`src/verilog/reset_cause_pkg.sv`:
```
package reset_cause_pkg;

    // Bus geometry
    localparam int          ADDR_W = 16;
    localparam int          DATA_W = 32;

    // Printed register indices; byte address is four times the index
    localparam logic [11:0] IDX_BROWNOUT_CONTROL     = 12'h049;
    localparam logic [11:0] IDX_RESET_FLAGS_LOW      = 12'h4F0;
    localparam logic [11:0] IDX_RESET_FLAGS_HIGH     = 12'h4F1;
    localparam logic [11:0] IDX_EVENT_STATUS         = 12'h4F2;
    localparam logic [11:0] IDX_EVENT_MASK           = 12'h4F3;

    localparam logic [ADDR_W-1:0] ADDR_BROWNOUT_CONTROL = {2'b00, IDX_BROWNOUT_CONTROL, 2'b00};
    localparam logic [ADDR_W-1:0] ADDR_RESET_FLAGS_LOW  = {2'b00, IDX_RESET_FLAGS_LOW, 2'b00};
    localparam logic [ADDR_W-1:0] ADDR_RESET_FLAGS_HIGH = {2'b00, IDX_RESET_FLAGS_HIGH, 2'b00};
    localparam logic [ADDR_W-1:0] ADDR_EVENT_STATUS     = {2'b00, IDX_EVENT_STATUS, 2'b00};
    localparam logic [ADDR_W-1:0] ADDR_EVENT_MASK       = {2'b00, IDX_EVENT_MASK, 2'b00};

    // Brown-out control field positions
    localparam int          POS_SW_BOR_EN    = 7;
    localparam int          POS_BOR_READY    = 0;

    // Low flag register field positions
    localparam int          POS_STACK_OVF    = 7;
    localparam int          POS_STACK_UNF    = 6;
    localparam int          POS_WDT_WINDOW   = 5;
    localparam int          POS_WDT_TIMEOUT  = 4;
    localparam int          POS_EXT_PIN      = 3;
    localparam int          POS_RESET_INSTR  = 2;
    localparam int          POS_POWER_ON     = 1;
    localparam int          POS_BROWNOUT     = 0;

    // High flag register field positions
    localparam int          HIGH_W           = 3;
    localparam int          POS_CORE_REG     = 2;
    localparam int          POS_MEM_VIOL     = 1;
    localparam int          POS_CFG_MEM      = 0;

    // Values loaded by power-on and by brown-out
    localparam logic [7:0]        LOW_POR_VALUE  = 8'h3D;
    localparam logic [HIGH_W-1:0] HIGH_POR_VALUE = 3'h4;
    localparam logic              SW_BOR_EN_POR  = 1'b1;

    // Brown-out configuration field code that hands control to software
    localparam logic [1:0]  BOR_CFG_SOFTWARE = 2'h1;

    // Event status bit positions
    localparam int          EV_W             = 10;
    localparam int          EV_STACK_OVF     = 0;
    localparam int          EV_STACK_UNF     = 1;
    localparam int          EV_WDT_WINDOW    = 2;
    localparam int          EV_WDT_TIMEOUT   = 3;
    localparam int          EV_EXT_PIN       = 4;
    localparam int          EV_RESET_INSTR   = 5;
    localparam int          EV_BROWNOUT      = 6;
    localparam int          EV_CORE_REG      = 7;
    localparam int          EV_MEM_VIOL      = 8;
    localparam int          EV_CFG_MEM       = 9;

endpackage

```
`src/verilog/reset_cause_regs.sv`:
```
// What this block does
// - Enable bit inert unless config field is 01
// - Config 01: enable bit drives detector; loads 1
// - Ready bit reads 1 only when armed
// - Stack overflow sets flag; power loss clears
// - Stack underflow sets flag; power loss clears
// - Window violation clears flag; power loss sets
// - Watchdog timeout clears flag; power loss sets
// - External pin reset clears flag; power loss sets
// - Reset instruction clears flag; power loss sets
// - Power-on clears power-on bit; else kept
// - Brown-out clears brown-out bit; power-on sets
// - Regulator fault clears flag; power loss sets
// - Memory violation clears flag; power loss clears
// - Config latch corruption sets flag; power loss clears
// - Each event except brown-out touches only its own flags
// - Software test writes never cause resets
//
// The implementer's own choice: register access over APB.
module reset_cause_regs
(
    input  wire logic                               clk,                   // System clock, 50 MHz
    input  wire logic                               reset,                 // Power-on reset, sync
    input  wire logic                               ce,                    // Clock enable
    input  wire logic                               psel,                  // APB select
    input  wire logic                               penable,               // APB enable
    input  wire logic                               pwrite,                // APB direction
    input  wire logic [reset_cause_pkg::ADDR_W-1:0] paddr,                 // APB byte address
    input  wire logic [reset_cause_pkg::DATA_W-1:0] pwdata,                // APB write data
    input  wire logic [3:0]                         pstrb,                 // APB byte strobes
    output logic      [reset_cause_pkg::DATA_W-1:0] prdata,                // APB read data
    output logic                                    pready,                // APB ready
    output logic                                    pslverr,               // APB error
    input  wire logic [1:0]                         brownout_config_field, // Fuse setting
    input  wire logic                               brownout_armed_pin,    // Analog ready, async
    input  wire logic                               brownout_event,        // Brown-out reset pulse
    input  wire logic                               stack_overflow_event,  // Stack overflow pulse
    input  wire logic                               stack_underflow_event, // Stack underflow pulse
    input  wire logic                               wdt_window_event,      // Window violation pulse
    input  wire logic                               wdt_timeout_event,     // Watchdog timeout pulse
    input  wire logic                               ext_pin_event,         // External pin reset pulse
    input  wire logic                               reset_instr_event,     // Reset instruction pulse
    input  wire logic                               core_reg_event,        // Regulator fault pulse
    input  wire logic                               mem_viol_event,        // Memory violation pulse
    input  wire logic                               cfg_mem_event,         // Latch corruption pulse
    output logic                                    brownout_enable,       // Detector enable
    output logic                                    irq                    // Level interrupt
);
    import reset_cause_pkg::*;

    // State
    logic                sw_brownout_enable_r;
    logic                sw_brownout_enable_nxt;
    logic                bor_en_r;
    logic                bor_en_nxt;
    logic [7:0]          flags_low_r;
    logic [7:0]          flags_low_nxt;
    logic [HIGH_W-1:0]   flags_high_r;
    logic [HIGH_W-1:0]   flags_high_nxt;
    logic [EV_W-1:0]     ev_status_r;
    logic [EV_W-1:0]     ev_status_nxt;
    logic [EV_W-1:0]     ev_mask_r;
    logic [EV_W-1:0]     ev_mask_nxt;
    logic                armed_meta_r;
    logic                armed_sync_r;
    logic [DATA_W-1:0]   prdata_r;
    logic [DATA_W-1:0]   prdata_nxt;
    logic                pready_r;
    logic                pready_nxt;
    logic                pslverr_r;
    logic                pslverr_nxt;
    logic                irq_r;
    logic                irq_nxt;

    // Decode helpers
    logic                setup_phase;
    logic                wr_take;
    logic                addr_hit;
    logic                brownout_ready;
    logic [DATA_W-1:0]   rd_val;
    logic [EV_W-1:0]     ev_vec;

    // Transfer phases: setup is seen once, the write lands on the access edge
    assign setup_phase = psel && !penable && !pready_r;
    assign wr_take     = psel && penable && pready_r && pwrite && pstrb[0];

    // Ready status only while the detector is on and the analog side is armed
    assign brownout_ready = armed_sync_r && bor_en_r;

    // Event vector in status bit order
    always_comb begin
        ev_vec                 = '0;
        ev_vec[EV_STACK_OVF]   = stack_overflow_event;
        ev_vec[EV_STACK_UNF]   = stack_underflow_event;
        ev_vec[EV_WDT_WINDOW]  = wdt_window_event;
        ev_vec[EV_WDT_TIMEOUT] = wdt_timeout_event;
        ev_vec[EV_EXT_PIN]     = ext_pin_event;
        ev_vec[EV_RESET_INSTR] = reset_instr_event;
        ev_vec[EV_BROWNOUT]    = brownout_event;
        ev_vec[EV_CORE_REG]    = core_reg_event;
        ev_vec[EV_MEM_VIOL]    = mem_viol_event;
        ev_vec[EV_CFG_MEM]     = cfg_mem_event;
    end

    // Read multiplexer and address decode
    always_comb begin
        rd_val   = '0;
        addr_hit = 1'b1;
        if (paddr == ADDR_BROWNOUT_CONTROL) begin
            rd_val[POS_SW_BOR_EN] = sw_brownout_enable_r;
            rd_val[POS_BOR_READY] = brownout_ready;
        end else if (paddr == ADDR_RESET_FLAGS_LOW) begin
            rd_val[7:0] = flags_low_r;
        end else if (paddr == ADDR_RESET_FLAGS_HIGH) begin
            rd_val[HIGH_W-1:0] = flags_high_r;
        end else if (paddr == ADDR_EVENT_STATUS) begin
            rd_val[EV_W-1:0] = ev_status_r;
        end else if (paddr == ADDR_EVENT_MASK) begin
            rd_val[EV_W-1:0] = ev_mask_r;
        end else begin
            addr_hit = 1'b0;
        end
    end

    // Next state: software writes first, then brown-out load, then events
    always_comb begin
        sw_brownout_enable_nxt = sw_brownout_enable_r;
        bor_en_nxt             = bor_en_r;
        flags_low_nxt          = flags_low_r;
        flags_high_nxt         = flags_high_r;
        ev_status_nxt          = ev_status_r;
        ev_mask_nxt            = ev_mask_r;
        prdata_nxt             = prdata_r;
        pready_nxt             = pready_r;
        pslverr_nxt            = pslverr_r;
        irq_nxt                = irq_r;
        if (ce) begin
            // Bus answer one cycle after setup
            pready_nxt  = setup_phase;
            pslverr_nxt = setup_phase && !addr_hit;
            prdata_nxt  = (setup_phase && !pwrite) ? rd_val : '0;

            // Software writes; flags only store, no reset is raised
            if (wr_take) begin
                if (paddr == ADDR_BROWNOUT_CONTROL) begin
                    sw_brownout_enable_nxt = pwdata[POS_SW_BOR_EN];
                end else if (paddr == ADDR_RESET_FLAGS_LOW) begin
                    flags_low_nxt = pwdata[7:0];
                end else if (paddr == ADDR_RESET_FLAGS_HIGH) begin
                    flags_high_nxt = pwdata[HIGH_W-1:0];
                end else if (paddr == ADDR_EVENT_STATUS) begin
                    ev_status_nxt = ev_status_r & ~pwdata[EV_W-1:0];
                end else if (paddr == ADDR_EVENT_MASK) begin
                    ev_mask_nxt = pwdata[EV_W-1:0];
                end
            end

            // Brown-out loads defaults, keeping the power-on bit and clearing the brown-out bit
            if (brownout_event) begin
                sw_brownout_enable_nxt = SW_BOR_EN_POR;
                flags_low_nxt  = {LOW_POR_VALUE[7:2], flags_low_r[POS_POWER_ON], 1'b0};
                flags_high_nxt = HIGH_POR_VALUE;
            end

            // Each cause drives only its own flag to the active level
            if (stack_overflow_event) begin
                flags_low_nxt[POS_STACK_OVF] = 1'b1;
            end
            if (stack_underflow_event) begin
                flags_low_nxt[POS_STACK_UNF] = 1'b1;
            end
            if (wdt_window_event) begin
                flags_low_nxt[POS_WDT_WINDOW] = 1'b0;
            end
            if (wdt_timeout_event) begin
                flags_low_nxt[POS_WDT_TIMEOUT] = 1'b0;
            end
            if (ext_pin_event) begin
                flags_low_nxt[POS_EXT_PIN] = 1'b0;
            end
            if (reset_instr_event) begin
                flags_low_nxt[POS_RESET_INSTR] = 1'b0;
            end
            if (core_reg_event) begin
                flags_high_nxt[POS_CORE_REG] = 1'b0;
            end
            if (mem_viol_event) begin
                flags_high_nxt[POS_MEM_VIOL] = 1'b0;
            end
            if (cfg_mem_event) begin
                flags_high_nxt[POS_CFG_MEM] = 1'b1;
            end

            // Sticky event bits, set wins over a clearing write
            ev_status_nxt = ev_status_nxt | ev_vec;

            // Detector follows software only in the software setting
            if (brownout_config_field == BOR_CFG_SOFTWARE) begin
                bor_en_nxt = sw_brownout_enable_r;
            end else begin
                bor_en_nxt = brownout_config_field[1];
            end

            irq_nxt = |(ev_status_nxt & ev_mask_nxt);
        end
    end

    // Registers; power-on loads the documented values
    always_ff @(posedge clk) begin
        if (reset) begin
            sw_brownout_enable_r <= SW_BOR_EN_POR;
            bor_en_r             <= 1'b0;
            flags_low_r          <= LOW_POR_VALUE;
            flags_high_r         <= HIGH_POR_VALUE;
            ev_status_r          <= '0;
            ev_mask_r            <= '0;
            armed_meta_r         <= 1'b0;
            armed_sync_r         <= 1'b0;
            prdata_r             <= '0;
            pready_r             <= 1'b0;
            pslverr_r            <= 1'b0;
            irq_r                <= 1'b0;
        end else if (ce) begin
            sw_brownout_enable_r <= sw_brownout_enable_nxt;
            bor_en_r             <= bor_en_nxt;
            flags_low_r          <= flags_low_nxt;
            flags_high_r         <= flags_high_nxt;
            ev_status_r          <= ev_status_nxt;
            ev_mask_r            <= ev_mask_nxt;
            armed_meta_r         <= brownout_armed_pin;
            armed_sync_r         <= armed_meta_r;
            prdata_r             <= prdata_nxt;
            pready_r             <= pready_nxt;
            pslverr_r            <= pslverr_nxt;
            irq_r                <= irq_nxt;
        end
    end

    // Outputs straight from flops
    assign prdata          = prdata_r;
    assign pready          = pready_r;
    assign pslverr         = pslverr_r;
    assign brownout_enable = bor_en_r;
    assign irq             = irq_r;
endmodule
```
`config.mk`:
```
export PLATFORM = sky130hd
export DESIGN_NAME = reset_cause_regs
export DESIGN_NICKNAME = d
export VERILOG_FILES = /design/src/verilog/reset_cause_pkg.sv /design/src/verilog/reset_cause_regs.sv
export SDC_FILE = /design/constraint.sdc
export NUM_CORES = 1
export LEC_CHECK = 0
export BUFFER_PORTS_ARGS = -buffer_cell sky130_fd_sc_hd__buf_2
export CORE_AREA = 3 3 88 90
export DETAILED_ROUTE_END_ITERATION = 7
export DIE_AREA = 0 0 91 93
export GPL_TIMING_DRIVEN = 0
export PLACE_DENSITY = 0.66
export RECOVER_POWER = 25
export REMOVE_ABC_BUFFERS = 1
export SLEW_MARGIN = 20
export SYNTH_ARGS = -nofsm -noshare
export SYNTH_HDL_FRONTEND = slang
export SYNTH_SLANG_ARGS = --single-unit
```
`constraint.sdc`:
```
create_clock -name clk -period 5.21 [get_ports clk]
set_input_delay 1.563 -clock clk [delete_from_list [all_inputs] [get_ports clk]]
set_output_delay 1.563 -clock clk [all_outputs]
set_load 0.005 [all_outputs]
```
==> reports/summary.txt <==
Status - finished, violations left
Failing checks - capacitance limit, slew limit
Clock group share of total power - 34.9%
Sequential fraction of the synthesis area - 34.6%
Setup Crit Path Kind - input port to flip-flop
Top_reg_cell synth - dfxtp_1
Total GRT Usage - 18.6%
Worst min path class - flip-flop to flip-flop
Final Cell Area - 3120 um^2
Synth Instances - 357
IO Count - 107
# clock sinks - 48
Avg Cell Area, Syn - 7.78 um^2
Peak supply drop - 0.115 mV
Clock Latency Late Sink - 300 ps
Placed inst area - 3030 um^2
Root buf cell - clkbuf_8
Setup Viol. Count Final - 0
Die Wd - 91 um
Final Cycle Share - 77.8%
Critical Path AT - 4280 ps
Drt pass-1 iters - 5
Crit path max fanout - 39
Post-layout min period - 4050 ps
Reg2reg setup slack - 3020 ps
Post-CTS Hold Buffers - 0
CTS Buf Count - 5
Initial core utilization - 38.9%
Largest net degree at the start of global routing - 49
Layout net count - 474
Logic pwr share - 12.9%
Clk buf depth - 2
Global placement routability congestion - 0.871
H-tree depth - 2
Diodes inserted - 0
Setup_tns - 0 ps
Commonest cells after routing, fill and taps aside - buf_2 (53), dfxtp_1 (48), nand2_1 (39), a21oi_1 (39), nor2_1 (32)
Port bufs - 59
Post-synth top area share - 34.6%
Starting DRC count in detailed routing - 310
Post-DR vias/cell - 5.48
Core Box Area - 7140 um^2
Initial antenna violation count - 0
Sw Pwr - 188 uW
Pint - 553 uW
DRC - 0
Routed vias - 2744
Worst slew margin - -20.1%
Total standard cell area after synthesis - 2780 um^2
DP HPWL - 5.62 mm
Slew @ Worst Pin - 1800 ps
Overall power - 741 uW
Final ANT Viol Nets - 0
Pleak - 1.28 nW
Synth area leader - dfxtp_1
Seq cells post-synth - 48
Synth top area cells - dfxtp_1 (35%), a21oi_1 (7.0%), buf_4 (6.2%)
Setup Fix Bufs, Post-CTS - 0
Max Slew Vio Count - 40
Resized cells post-CTS - 0
Die height - 93 um
Wire per inst - 15.9 um
EDFF count, synth - 0
CTS tree - built
CP startpoint kind - input port
Reg power frac - 52.2%
Commonest non-fill, non-tap cell in the layout - buf_2
RSZ-0062 raised after global routing - no
Pwr dens - 238 nW/um^2
Library cells used by synthesis - 54
Total Die Area - 8460 um^2
Achievable Freq - 0.247 GHz
Switching share of power - 25.4%
Worst setup EP type - flip-flop
First-pass GRT wire length - 12.8 mm
Grt total ovfl - 0
Max-cap violations - 1
Ys Warns - 0
Placement Rows - 31
Synth-to-Final Area Change - 12.2%
Vias in the first global route - 2521
Max Clock Skew - 5.00 ps
Req. time, crit path - 5430 ps
Ys async rst share - 0%
Filler Cells Inserted - 772
Worst-path clk slew - 90 ps
Final WL - 7.97 mm
Layout cell share with drive strength beyond 1 - 17.2%
Final hold viol count - 0
through the flow:
stage | instances | utilization (%) | hold WS [ps] | setup WS (ps)
after floorplan | 337 | - | 426 | 2090
after global placement | 495 | 42.4 | 441 | 1460
after detailed placement | 495 | 42.4 | 448 | 1430
after CTS | 501 | 43.8 | 460 | 1770
after global routing | 501 | 43.7 | 477 | 925
final | 501 | 43.7 | 459 | 1160
routing by layer:
metal	track usage [%]	vias to the layer above	share of wire, %
met5	0	-	0
met4	6.41	0	0.95
met3	3.78	6	6.9
met2	31.3	99	50
met1	23.7	1303	42
li1	-	1336	-
cell type report:
type / instances / area [um^2] / area share, %
multi-input combinational: 273 / 1590 / 50.9
sequential: 48 / 961 / 30.8
timing repair buffer: 59 / 288 / 9.23
tap: 99 / 124 / 3.97
clock buffer: 5 / 68.8 / 2.21
inverter: 16 / 60.1 / 1.93
clock inverter: 1 / 30.0 / 0.963
flip-flops by register name, indices dropped and copies added (netlist names):
signal                cells
irq                       1
brownout_enable           1
pslverr                   1
armed_sync_r              1
ev_mask_r                10
ev_status_r              10
armed_meta_r              1
flags_low_r               8
pready                    1
flags_high_r              3
sw_brownout_enable_r      1
prdata                   10
path summary, 6_finish.rpt:
kind / from / endpoint / depth (start not counted)
hold reg to reg: flags_low_r[6]$_SDFFE_PP0P_ / flags_low_r[6]$_SDFFE_PP0P_ / 2
hold / removal: flags_low_r[6]$_SDFFE_PP0P_ / flags_low_r[6]$_SDFFE_PP0P_ / 2
setup / recovery: ce / prdata[1]$_SDFFE_PP0P_ / 6
setup reg to reg: pready$_SDFFE_PP0P_ / irq$_SDFFE_PP0P_ / 5
worst max-delay path, cell delays in order:
cell	delay [ps]
clkbuf_1	1270
nand4bb_1	400
nor3_2	500
a21boi_1	230
o221ai_1	140
a21oi_1	150
logic make-up after synthesis:
family	after synthesis	share of synthesized area (%)
AO/OA/AOI/OAI	104	23.1
multiplexers	19	6.98
other	1	0.135
buffers and inverters	57	11.2
AND/OR/NAND/NOR	128	24.0
flip-flops	48	34.6
synth_stat cells, types with 8 or more instances:
master / count
o21ai_0: 22
mux2i_1: 16
nand3_1: 14
a21oi_1: 39
buf_4: 23
nor3_1: 8
dfxtp_1: 48
nand2_1: 39
clkbuf_1: 13
inv_1: 15
nor2_1: 32
power groups by stage:
stage               sequential, mW  clock [mW]  combinational (mW)
floorplan                    0.393           0              0.0430
global placement             0.395           0              0.0923
detailed placement           0.395           0              0.0941
CTS                          0.387       0.264              0.0945
global route                 0.389       0.278               0.106
finish                       0.387       0.258              0.0953
Note: power is estimated with default switching activity, not from simulation.
